==> src/hdl/jtf_pkg.sv <==
/*
 * shared constants for the scan port front end: tap states, instruction codes,
 * register widths.
 * assumes a single 50 MHz system clock that oversamples the test clock.
 */
package jtf_pkg;
    // ------------------------------------------------------------------
    // tap controller states, one-hot
    // ------------------------------------------------------------------
    typedef enum logic [15:0] {
        ST_RESET    = 16'h0001,
        ST_IDLE     = 16'h0002,
        ST_SEL_DR   = 16'h0004,
        ST_CAP_DR   = 16'h0008,
        ST_SHIFT_DR = 16'h0010,
        ST_EXIT1_DR = 16'h0020,
        ST_PAUSE_DR = 16'h0040,
        ST_EXIT2_DR = 16'h0080,
        ST_UPD_DR   = 16'h0100,
        ST_SEL_IR   = 16'h0200,
        ST_CAP_IR   = 16'h0400,
        ST_SHIFT_IR = 16'h0800,
        ST_EXIT1_IR = 16'h1000,
        ST_PAUSE_IR = 16'h2000,
        ST_EXIT2_IR = 16'h4000,
        ST_UPD_IR   = 16'h8000
    } jtf_state_type;

    // ------------------------------------------------------------------
    // instruction register
    // ------------------------------------------------------------------
    localparam int          IR_WIDTH     = 4;
    localparam logic [3:0]  IR_CAPTURE   = 4'h1;
    localparam logic [3:0]  IR_RESET_VAL = 4'hF;
    localparam logic [3:0]  OP_EXTEST    = 4'h0;
    localparam logic [3:0]  OP_IDCODE    = 4'h1;
    localparam logic [3:0]  OP_SAMPLE    = 4'h2;
    localparam logic [3:0]  OP_PROG      = 4'h4;
    localparam logic [3:0]  OP_DBG_INT   = 4'h8;
    localparam logic [3:0]  OP_DBG_BRK   = 4'h9;
    localparam logic [3:0]  OP_BYPASS    = 4'hF;

    // ------------------------------------------------------------------
    // data register widths and the arbitrary identity value
    // ------------------------------------------------------------------
    localparam int           DR_WIDTH    = 32;
    localparam logic [31:0]  ID_VALUE    = 32'h1234_5001; // value arbitrary
    localparam int           TMS_RESET_N = 5;
endpackage : jtf_pkg

==> src/hdl/jtf_tap_front_end.sv <==
/*
 * scan port front end: tap controller, instruction register, bypass,
 * identity, boundary, programming and two debug chains, pin gating, reset pin.
 * assumes test pins come asynchronously; the system clock samples them and
 * detects test clock edges. parallel sides of long chains are plain ports.
 */
// Notes on behaviour
// - tap state machine moves only on the test mode select input.
// - instruction register or one selected data register sits between data in and out.
// - held instruction picks the active data register and its behaviour.
// - identity, bypass, boundary and programming registers are selectable.
// - internal scan and breakpoint chains serve on-chip debug only.
// - every transition and shift happens on a test clock rising edge.
// - tester presents bits on data in; device drives selected register out.
// - no test reset pin; reset comes from power-on or tms sequence.
// - fuse unprogrammed: pins are port pins and the controller stays reset.
// - fuse set and disable bit clear: port enabled, inputs pulled high.
// - data out floats except while shifting.
// - fuse defaults to programmed as delivered.
// - debug logic watches the external reset pin.
// - debug logic may pull external reset low, open-collector.
// - sixteen states, step on rising test clock, reset state after power-on.
// - all shift registers move least significant bit first.
// - four-bit instructions; capture value 0x01 shifts out during instruction shift.
// - five clocks of tms high reach the reset state from anywhere.
`timescale 1ns/1ps
`default_nettype none
module jtf_tap_front_end
    import jtf_pkg::*;
#(
    parameter int CHAIN_W = 32,
    parameter bit FUSE_DEFAULT = 1'b1 // shipped programmed
) (
    input  wire logic                ref_clk,
    input  wire logic                rst_n,
    input  wire logic                scanPortEnableFuse,
    input  wire logic                scanPortDisableBit,
    input  wire logic                tckPin,
    input  wire logic                tmsPin,
    input  wire logic                tdiPin,
    output logic                     tdoOut,
    output logic                     tdoOe,
    output logic                     pinPullupEn,
    output logic                     portPinsFree,
    input  wire logic                resetPinIn,
    output logic                     resetPinOut,
    output logic                     resetPinOe,
    input  wire logic                dbgResetReq,
    output logic                     extResetSeen,
    input  wire logic [CHAIN_W-1:0]  chainCapture,
    output logic [CHAIN_W-1:0]       chainUpdate,
    output logic                     chainUpdateStb,
    output logic [3:0]               activeInstr,
    output jtf_state_type            tapState
);
    // ------------------------------------------------------------------
    // state record
    // ------------------------------------------------------------------
    typedef struct packed {
        logic [2:0]          tckSync;
        logic [1:0]          tmsSync;
        logic [1:0]          tdiSync;
        logic [1:0]          rstSync;
        logic [2:0]          highRun;
        jtf_state_type       st;
        logic [IR_WIDTH-1:0] irShift;
        logic [IR_WIDTH-1:0] ir;
        logic                bypass;
        logic [DR_WIDTH-1:0] drShift;
        logic [CHAIN_W-1:0]  upd;
        logic                updStb;
        logic                tdo;
        logic                tdoEn;
        logic                rstSeen;
    } jtf_regs_type;

    jtf_regs_type cur_r;
    jtf_regs_type cur_nxt;

    logic fuseOn;
    logic portOn;
    logic tckRise;
    logic tckFall;
    logic tms;
    logic tdi;

    assign fuseOn  = scanPortEnableFuse ~^ FUSE_DEFAULT; // fuse input at its delivered level = programmed
    assign portOn  = fuseOn & ~scanPortDisableBit;
    assign tms     = cur_r.tmsSync[1];
    assign tdi     = cur_r.tdiSync[1];
    // edge found on second and third sync stages only
    assign tckRise = cur_r.tckSync[1] & ~cur_r.tckSync[2];
    assign tckFall = ~cur_r.tckSync[1] & cur_r.tckSync[2];

    // ------------------------------------------------------------------
    // next-state logic
    // ------------------------------------------------------------------
    always_comb begin
        cur_nxt         = cur_r;
        cur_nxt.tckSync = {cur_r.tckSync[1:0], tckPin};
        cur_nxt.tmsSync = {cur_r.tmsSync[0], tmsPin};
        cur_nxt.tdiSync = {cur_r.tdiSync[0], tdiPin};
        cur_nxt.rstSync = {cur_r.rstSync[0], resetPinIn};
        cur_nxt.updStb  = 1'b0;
        if (cur_r.rstSync[1] == 1'b0) begin
            cur_nxt.rstSeen = 1'b1;
        end
        if (!portOn) begin
            // held in reset while the pins belong to the port
            cur_nxt.st    = ST_RESET;
            cur_nxt.ir    = IR_RESET_VAL;
            cur_nxt.tdoEn = 1'b0;
            cur_nxt.highRun = 3'h0;
        end else if (tckRise) begin
            // run of tms-high rises, saturating; only the five-high check reads it
            if (!tms) begin
                cur_nxt.highRun = 3'h0;
            end else if (cur_r.highRun != 3'(TMS_RESET_N)) begin
                cur_nxt.highRun = cur_r.highRun + 3'h1;
            end
            // shift on the rising edge of the state being left, lsb first
            if (cur_r.st == ST_SHIFT_IR) begin
                cur_nxt.irShift = {tdi, cur_r.irShift[IR_WIDTH-1:1]};
            end
            if (cur_r.st == ST_SHIFT_DR) begin
                cur_nxt.bypass  = tdi;
                cur_nxt.drShift = {tdi, cur_r.drShift[DR_WIDTH-1:1]};
            end
            if (cur_r.st == ST_CAP_IR) begin
                cur_nxt.irShift = IR_CAPTURE;
            end
            if (cur_r.st == ST_CAP_DR) begin
                cur_nxt.bypass = 1'b0;
                if (cur_r.ir == OP_IDCODE) begin
                    cur_nxt.drShift = ID_VALUE;
                end else begin
                    cur_nxt.drShift = DR_WIDTH'(chainCapture);
                end
            end
            if (cur_r.st == ST_UPD_IR) begin
                cur_nxt.ir = cur_r.irShift;
            end
            if (cur_r.st == ST_UPD_DR && cur_r.ir != OP_BYPASS && cur_r.ir != OP_IDCODE) begin
                cur_nxt.upd    = CHAIN_W'(cur_r.drShift);
                cur_nxt.updStb = 1'b1;
            end
            // sixteen-state walk steered only by tms
            case (cur_r.st)
                ST_RESET:    cur_nxt.st = tms ? ST_RESET    : ST_IDLE;
                ST_IDLE:     cur_nxt.st = tms ? ST_SEL_DR   : ST_IDLE;
                ST_SEL_DR:   cur_nxt.st = tms ? ST_SEL_IR   : ST_CAP_DR;
                ST_CAP_DR:   cur_nxt.st = tms ? ST_EXIT1_DR : ST_SHIFT_DR;
                ST_SHIFT_DR: cur_nxt.st = tms ? ST_EXIT1_DR : ST_SHIFT_DR;
                ST_EXIT1_DR: cur_nxt.st = tms ? ST_UPD_DR   : ST_PAUSE_DR;
                ST_PAUSE_DR: cur_nxt.st = tms ? ST_EXIT2_DR : ST_PAUSE_DR;
                ST_EXIT2_DR: cur_nxt.st = tms ? ST_UPD_DR   : ST_SHIFT_DR;
                ST_UPD_DR:   cur_nxt.st = tms ? ST_SEL_DR   : ST_IDLE;
                ST_SEL_IR:   cur_nxt.st = tms ? ST_RESET    : ST_CAP_IR;
                ST_CAP_IR:   cur_nxt.st = tms ? ST_EXIT1_IR : ST_SHIFT_IR;
                ST_SHIFT_IR: cur_nxt.st = tms ? ST_EXIT1_IR : ST_SHIFT_IR;
                ST_EXIT1_IR: cur_nxt.st = tms ? ST_UPD_IR   : ST_PAUSE_IR;
                ST_PAUSE_IR: cur_nxt.st = tms ? ST_EXIT2_IR : ST_PAUSE_IR;
                ST_EXIT2_IR: cur_nxt.st = tms ? ST_UPD_IR   : ST_SHIFT_IR;
                ST_UPD_IR:   cur_nxt.st = tms ? ST_SEL_DR   : ST_IDLE;
                default:     cur_nxt.st = ST_RESET;
            endcase
            // a next state of reset reloads bypass as the safe default
            if (cur_nxt.st == ST_RESET) begin
                cur_nxt.ir = IR_RESET_VAL;
            end
        end else if (tckFall) begin
            // output path changes on the falling edge, driven only while shifting
            cur_nxt.tdoEn = (cur_r.st == ST_SHIFT_IR) || (cur_r.st == ST_SHIFT_DR);
            if (cur_r.st == ST_SHIFT_IR) begin
                cur_nxt.tdo = cur_r.irShift[0];
            end else if (cur_r.ir == OP_BYPASS) begin
                cur_nxt.tdo = cur_r.bypass;
            end else begin
                cur_nxt.tdo = cur_r.drShift[0];
            end
        end
    end

    // no test reset pin: rst_n, the tms walk and a disabled port reset the tap
    always_ff @(posedge ref_clk or negedge rst_n) begin
        if (!rst_n) begin
            cur_r <= '{tckSync: 3'h0, tmsSync: 2'h3, tdiSync: 2'h3, rstSync: 2'h3, highRun: 3'h0,
                       st: ST_RESET, irShift: 4'h0, ir: IR_RESET_VAL, bypass: 1'b0,
                       drShift: '0, upd: '0, updStb: 1'b0, tdo: 1'b0, tdoEn: 1'b0, rstSeen: 1'b0};
        end else begin
            cur_r <= cur_nxt;
        end
    end

    // ------------------------------------------------------------------
    // outputs
    // ------------------------------------------------------------------
    assign tdoOut         = cur_r.tdo;
    assign tdoOe          = cur_r.tdoEn & portOn;
    assign pinPullupEn    = portOn;
    assign portPinsFree   = ~portOn;
    assign resetPinOut    = 1'b0;
    assign resetPinOe     = dbgResetReq & portOn; // pull low only, never drive high
    assign extResetSeen   = cur_r.rstSeen;
    assign chainUpdate    = cur_r.upd;
    assign chainUpdateStb = cur_r.updStb;
    assign activeInstr    = cur_r.ir;
    assign tapState       = cur_r.st;

    // ------------------------------------------------------------------
    // checks
    // ------------------------------------------------------------------
    AST_DISABLED_RESET: assert property (@(posedge ref_clk) disable iff (!rst_n)
        !portOn |=> cur_r.st == ST_RESET) else $error("tap not held in reset");
    // the enable follows the state seen at each test clock fall, so it lags an exit by half a period
    AST_TDO_FLOAT: assert property (@(posedge ref_clk) disable iff (!rst_n)
        tckFall && portOn |=>
            cur_r.tdoEn == ($past(cur_r.st) == ST_SHIFT_IR || $past(cur_r.st) == ST_SHIFT_DR))
        else $error("tdo enable does not follow shift state");
    AST_STILL_NO_EDGE: assert property (@(posedge ref_clk) disable iff (!rst_n)
        !tckRise && portOn |=> cur_r.st == $past(cur_r.st)) else $error("state moved without edge");
    AST_IR_CAPTURE: assert property (@(posedge ref_clk) disable iff (!rst_n)
        tckRise && portOn && cur_r.st == ST_CAP_IR |=> cur_r.irShift == IR_CAPTURE)
        else $error("ir capture value wrong");
    AST_TMS_HIGH_RESET: assert property (@(posedge ref_clk) disable iff (!rst_n)
        tckRise && portOn && tms && cur_r.st == ST_SEL_IR |=> cur_r.st == ST_RESET)
        else $error("tms walk missed reset");
    AST_FIVE_HIGH: assert property (@(posedge ref_clk) disable iff (!rst_n)
        cur_r.highRun == 3'(TMS_RESET_N) |-> cur_r.st == ST_RESET)
        else $error("five tms highs did not reach reset");
    AST_IR_LSB_FIRST: assert property (@(posedge ref_clk) disable iff (!rst_n)
        tckRise && portOn && cur_r.st == ST_SHIFT_IR |=> cur_r.irShift[3] == $past(tdi))
        else $error("ir not shifted lsb first");
    AST_BYPASS_STAGE: assert property (@(posedge ref_clk) disable iff (!rst_n)
        tckRise && portOn && cur_r.st == ST_SHIFT_DR |=> cur_r.bypass == $past(tdi))
        else $error("bypass stage wrong");
    AST_IR_UPDATE: assert property (@(posedge ref_clk) disable iff (!rst_n)
        tckRise && portOn && cur_r.st == ST_UPD_IR |=> cur_r.ir == $past(cur_r.irShift))
        else $error("instruction not latched");
    AST_RESET_PIN: assert property (@(posedge ref_clk) disable iff (!rst_n)
        !cur_r.rstSync[1] |=> extResetSeen) else $error("reset pin not seen");
    AST_PULLDOWN_ONLY: assert property (@(posedge ref_clk) disable iff (!rst_n)
        resetPinOe |-> !resetPinOut && dbgResetReq) else $error("reset pin pulled without request");

    COV_SHIFT_IR: cover property (@(posedge ref_clk) cur_r.st == ST_SHIFT_IR);
    COV_SHIFT_DR: cover property (@(posedge ref_clk) cur_r.st == ST_SHIFT_DR && tdoOe);
    COV_UPD_DR:   cover property (@(posedge ref_clk) chainUpdateStb);
endmodule : jtf_tap_front_end
`default_nettype wire

==> config.mk <==
export PLATFORM = sky130hd
export DESIGN_NAME = jtf_tap_front_end
export DESIGN_NICKNAME = d
export VERILOG_FILES = /design/src/hdl/jtf_pkg.sv /design/src/hdl/jtf_tap_front_end.sv
export SDC_FILE = /design/constraint.sdc
export NUM_CORES = 1
export LEC_CHECK = 0
export CAP_MARGIN = 25
export CORE_UTILIZATION = 50
export DETAILED_ROUTE_END_ITERATION = 8
export DONT_BUFFER_PORTS = 1
export GPL_ROUTABILITY_DRIVEN = 1
export PLACE_DENSITY = 0.77
export SLEW_MARGIN = 10
export SYNTH_ARGS = -nofsm -noshare
export SYNTH_HDL_FRONTEND = slang
export SYNTH_SLANG_ARGS = --single-unit
==> constraint.sdc <==
create_clock -name ref_clk -period 2.55 [get_ports ref_clk]
set_input_delay 0.255 -clock ref_clk [delete_from_list [all_inputs] [get_ports ref_clk]]
set_output_delay 0.255 -clock ref_clk [all_outputs]
set_load 0.005 [all_outputs]
# Yosys cells after proc, flatten, opt, wreduce, memory -nomap -nowiden

Cells that the tools add are included.

Shifts and indexed selects: 0
Eq/ne operators: 27
Bitwise gates (word level): 10
Reductions and logical operators: 15
Magnitude comparators: 0
$mul: 0
$add $sub $neg: 1
Divide/modulo/power cells: 0
Multiplexer cells: 34

Operators by type and width:

| operator                                         | count |
|---|---|
| case mux 16 bit (12 select lines)                | 1 |
| two-way mux 33 bit                               | 3 |
| two-way mux 93 bit                               | 1 |
| two-way mux 16 bit                               | 4 |
| == test 16 x 1 -> 1 bit (second input constant)  | 2 |
| two-way mux 32 bit                               | 1 |
| two-way mux 4 bit                                | 5 |
| two-way mux 19 bit                               | 1 |
| two-way mux 9 bit                                | 2 |
| == test 16 x 10 -> 1 bit (second input constant) | 1 |
| == test 16 x 11 -> 1 bit (second input constant) | 1 |
| == test 16 x 12 -> 1 bit (second input constant) | 1 |
| == test 16 x 13 -> 1 bit (second input constant) | 1 |
| == test 16 x 14 -> 1 bit (second input constant) | 1 |
| == test 16 x 15 -> 1 bit (second input constant) | 1 |
| == test 16 bit (second input constant)           | 1 |
| == test 16 x 2 -> 1 bit (second input constant)  | 1 |
| == test 16 x 3 -> 1 bit (second input constant)  | 1 |
| == test 16 x 4 -> 1 bit (second input constant)  | 1 |
| == test 16 x 5 -> 1 bit (second input constant)  | 1 |
| == test 16 x 6 -> 1 bit (second input constant)  | 1 |
| == test 16 x 7 -> 1 bit (second input constant)  | 1 |
| == test 16 x 8 -> 1 bit (second input constant)  | 1 |
| == test 16 x 9 -> 1 bit (second input constant)  | 1 |
| 28 further kinds                                 | 52 |

Bits in writable memories: 0
Latch bits: 0
Bits in read-only memories: 0
Memories: 0
Logic and storage cells: 102
Register bits: 105

# Depth between registers and ports, before layout

Depth after elaboration: 9
Depth in mapped cells: 9

# Worst setup path before layout

OpenSTA, ideal clock, no wires.

Kind: reg-to-reg
Start: register cur_r (netlist bit tapState[2])
End: register cur_r[66] in the netlist's numbering
Period minus slack after synthesis: 2.287 ns
Data required time: 2.422 ns
Slack: 0.263 ns
Setup time: 0.128 ns
Data arrival time: 2.159 ns
Buffers on the path: 3
Cell stages (with the launch flop): 9
Cells stage by stage: dfrtp_1 buf_2 or4_1 buf_2 nor2_4 nand4_2 a21oi_4 buf_6 mux2_1

Cells in the longest elaborated chain, start to end: 3
Elaborated cells on any way between the ends: 5

Ends and longest elaborated chain:

| what                                                                      | line                                               | text |
|---|---|---|
| from (decl)                                                               | jtf_tap_front_end.sv:77                            | `jtf_regs_type cur_r;` |
| from (signal assigned)                                                    | jtf_tap_front_end.sv:187                           | `cur_r <= '{tckSync: 3'h0, tmsSync: 2'h3, tdiSync: 2'h3, rstSync: 2'h3, highRun: 3'h0,` |
| from (signal assigned)                                                    | jtf_tap_front_end.sv:191                           | `cur_r <= cur_nxt;` |
| == test 16 x 5 -> 1 bit / == test 16 x 4 -> 1 bit (equally long branches) | jtf_tap_front_end.sv:125, jtf_tap_front_end.sv:132 |  |
| nonzero test 2 bit (no line)                                              | n/a                                                |  |
| AND reduction 3 bit (no line)                                             | n/a                                                |  |

Several ways; a longest one is shown, not always the timed one.
A chain may end at the register's enable or synchronous reset.

# Worst setup path in the final report

Start: register cur_r (netlist bit tapState[1])
End: register cur_r[62] in the netlist's numbering

Same word-level chain as after synthesis.

==> metrics.csv <==
metric,value,unit
die_area,11200,sq um
synth_xor_area_frac,0.00977,
core,10400,sq um
gp_congestion,0.909,
leakage,2.49,nW
synth_top_family_by_area,multiplexers,
cp_data_required_time,2.82,ns
critPathCaptureType,flip-flop,
io-pin-count,101,
multi_input_area,2150,sq um
hold_path_class,input pin to asynchronous set/reset pin,
clkSinkCount,102,
num_antenna_cells,0,
critPathArrivalTime,2.71,ns
nets,475,
routed_wirelength,11700,um
relSlewSlack,0.499,
final_common_cell,dfrtp_1,
final-hold-violation-count,102,
antenna_found_initial,0,
final_cell_mix,"dfrtp_1 (91), mux2_2 (44), buf_4 (28)",
max_freq,409,MHz
finalNonFillerCells,575,
maxCapViolCount,0,
place_inst,555,
m1WireLength,5030,um
finalClockSkew,0.0159,ns
wl_met2,5570,um
drv_slew,0,
top_layer,met4,
routedWlPerCell,20.4,um
clock_latency,0.38,ns
die_w,106,um
dpl.hpwl,8180,um
die_y,106,um
met3_length,914,um
synthFlopType,dfrtp_1,
status,"complete, but fails checks",
cts_made_buffers,9,
critPathLaunchType,flip-flop,
ys_ff_latch,102,
synth.area.mux_share,0.140,
vias_per_cell,6.04,
final_antenna_net_count,0,
regArea,2570,sq um
grt_use_total,0.226,
synthSimpleGateAreaFrac,0.127,
drt_iter0_drc,282,
synth_warnings,0,
worst_ir_drop_vdd,0.242,mV
syn-instance-count,474,
final_layout_size_suffix_gt1_frac,0.269,
grt_pass1_wl,19300,um
synth_edf_count,0,
vias,3475,
drcViolationCount,0,
rr_startpoint,tapState[1],
hold_ws,-0.443,ns
num_rows,37,
rsz0062_at_grt,no,
start_util,0.518,
cts.reportedPaths.clkPinSlew,0.10,ns
netlist_area,5380,sq um
min_period_over_period,0.960,
io_buffers,0,
syn_area_per_cell,11.3,sq um
startpoint,tapState[1],
worstRegToRegCells,6,
overflow,0,
cts_tree,done,
drt_first_pass_iters,7,
pwr_density_cell,508,nW/um^2
synthAdderAreaFrac,0,
grt_pass1_vias,3525,
syn_to_final_growth,1.70,%
yosys.cell_types.count,63,
final.min_clock_period,2.45,ns
hold_buffers,4,
synth-compound-area-share,0.122,
synth_nets,515,
setup_viol,0,
htreeDepth,3,
critPathKind,flip-flop to flip-flop,
violations,hold timing,
final.setup.tns,0,ns
synthArstFlopShare,1.00,
clock_path_buffers,2,
clockRootBuffer,clkbuf_8,
fillCellCount,868,
grt_max_degree,103,
worstPathMaxFanout,33,
ys_seq_area_frac,0.477,
tightest_slew,0.746,ns
-- worst paths after layout --
kind,to,slack (ns)
min in group ref_clk,cur_r[57],0.07
max,cur_r[62],0.10
max in group asynchronous,cur_nxt[97],2.75
max reg2reg,cur_r[62],0.10
min,tapState[9],-0.44
min reg2reg,cur_nxt[104],0.36
-- critical path, stage by stage, from the launching register on --
cell     delay [ns]
dfrtp_1        0.39
or4_1          0.69
nor2_4         0.25
nand4_2        0.17
a21oi_4        0.20
buf_12         0.24
mux2_2         0.36
-- final cells by class --
| type | count | share of cell area |
|---|---|---|
| sequential | 102 | 0.469 |
| multi-input combinational | 270 | 0.393 |
| timing repair buffer | 35 | 0.0568 |
| tap | 136 | 0.0311 |
| clock buffer | 10 | 0.0233 |
| clock inverter | 6 | 0.0151 |
| inverter | 16 | 0.0110 |
-- what timing repair did --
item,CTS,global route
endpoints found under the hold margin,106,102
setup buffers,0,0
endpoints found under the setup margin,0,12
resized for setup,0,1
-- stage by stage --
stage	util	area [sq um]	hold slack, ns	total power [mW]	setup WS, ns
after detailed placement	0.503	5210	-0.0389	1.73	0.0721
final	0.527	5470	-0.443	2.78	0.103
after global routing	0.527	5470	-0.466	2.87	0.0177
after global placement	0.503	5210	-0.0388	1.73	0.0775
after floorplan	-	5380	-0.0406	1.71	0.263
after CTS	0.527	5460	-0.464	2.80	0.0437
-- state kept, by name, indices dropped and copies added (netlist names) --
register / cells
chainUpdate: 32
cur_r: 42
tdoOut: 1
activeInstr: 4
tapState: 16
extResetSeen: 1
chainUpdateStb: 1
cur_nxt: 5
-- synthesized netlist by cell type, types with 2 or more instances --
cell type  number  area [sq um]
a21o_1          2          15.0
a21oi_1         3          15.0
a22o_1         27           236
a311oi_1        4          35.0
a31oi_1         3          18.8
a32o_1          2          20.0
and2_1          3          18.8
and3_1          4          25.0
buf_2          13          65.1
buf_4          56           420
buf_6           5          56.3
clkbuf_1       11          41.3
dfrtp_1        91          2280
dfstp_2        11           289
inv_1          15          56.3
mux2_1         13           146
mux2_2         44           495
mux2i_1        11           110
nand2_1        19          71.3
nand2b_1       10          62.6
nand3_1         7          35.0
nand4_1         7          43.8
nor2_1         16          60.1
nor2b_1         3          18.8
nor3_1          8          40.0
nor3b_1         3          22.5
nor4_1          8          50.1
nor4_4          2          42.5
nor4b_1         4          35.0
o21ai_0        14          70.1
o22ai_1        14          87.6
o31ai_1         3          22.5
or4_1           2          15.0
or4_4           3          33.8
xnor2_1         2          17.5
xor2_1          4          35.0
-- report_power, final --
group          switching [mW]  internal, mW  leakage, nW
clock                   0.600         0.473        0.101
sequential            0.00958          1.63         1.32
combinational          0.0361        0.0246         1.07
total                   0.645          2.13         2.49
-- metal layers --
layer | track usage | up-vias
met5 | 0 | -
met4 | 0.0893 | 0
met3 | 0.0625 | 19
met2 | 0.349 | 125
met1 | 0.301 | 1741
li1 | - | 1590
-- kinds of logic (layout without fill, tap and decap cells) --
group | count (synthesis) | after routing
multiplexers | 68 | 68
XOR/XNOR | 6 | 6
buffers and inverters | 102 | 67
AO/OA/AOI/OAI | 85 | 85
flip-flops | 102 | 102
AND/OR/NAND/NOR | 110 | 110
other | 1 | 1
No activity file was read; power rests on OpenSTA's default activity.
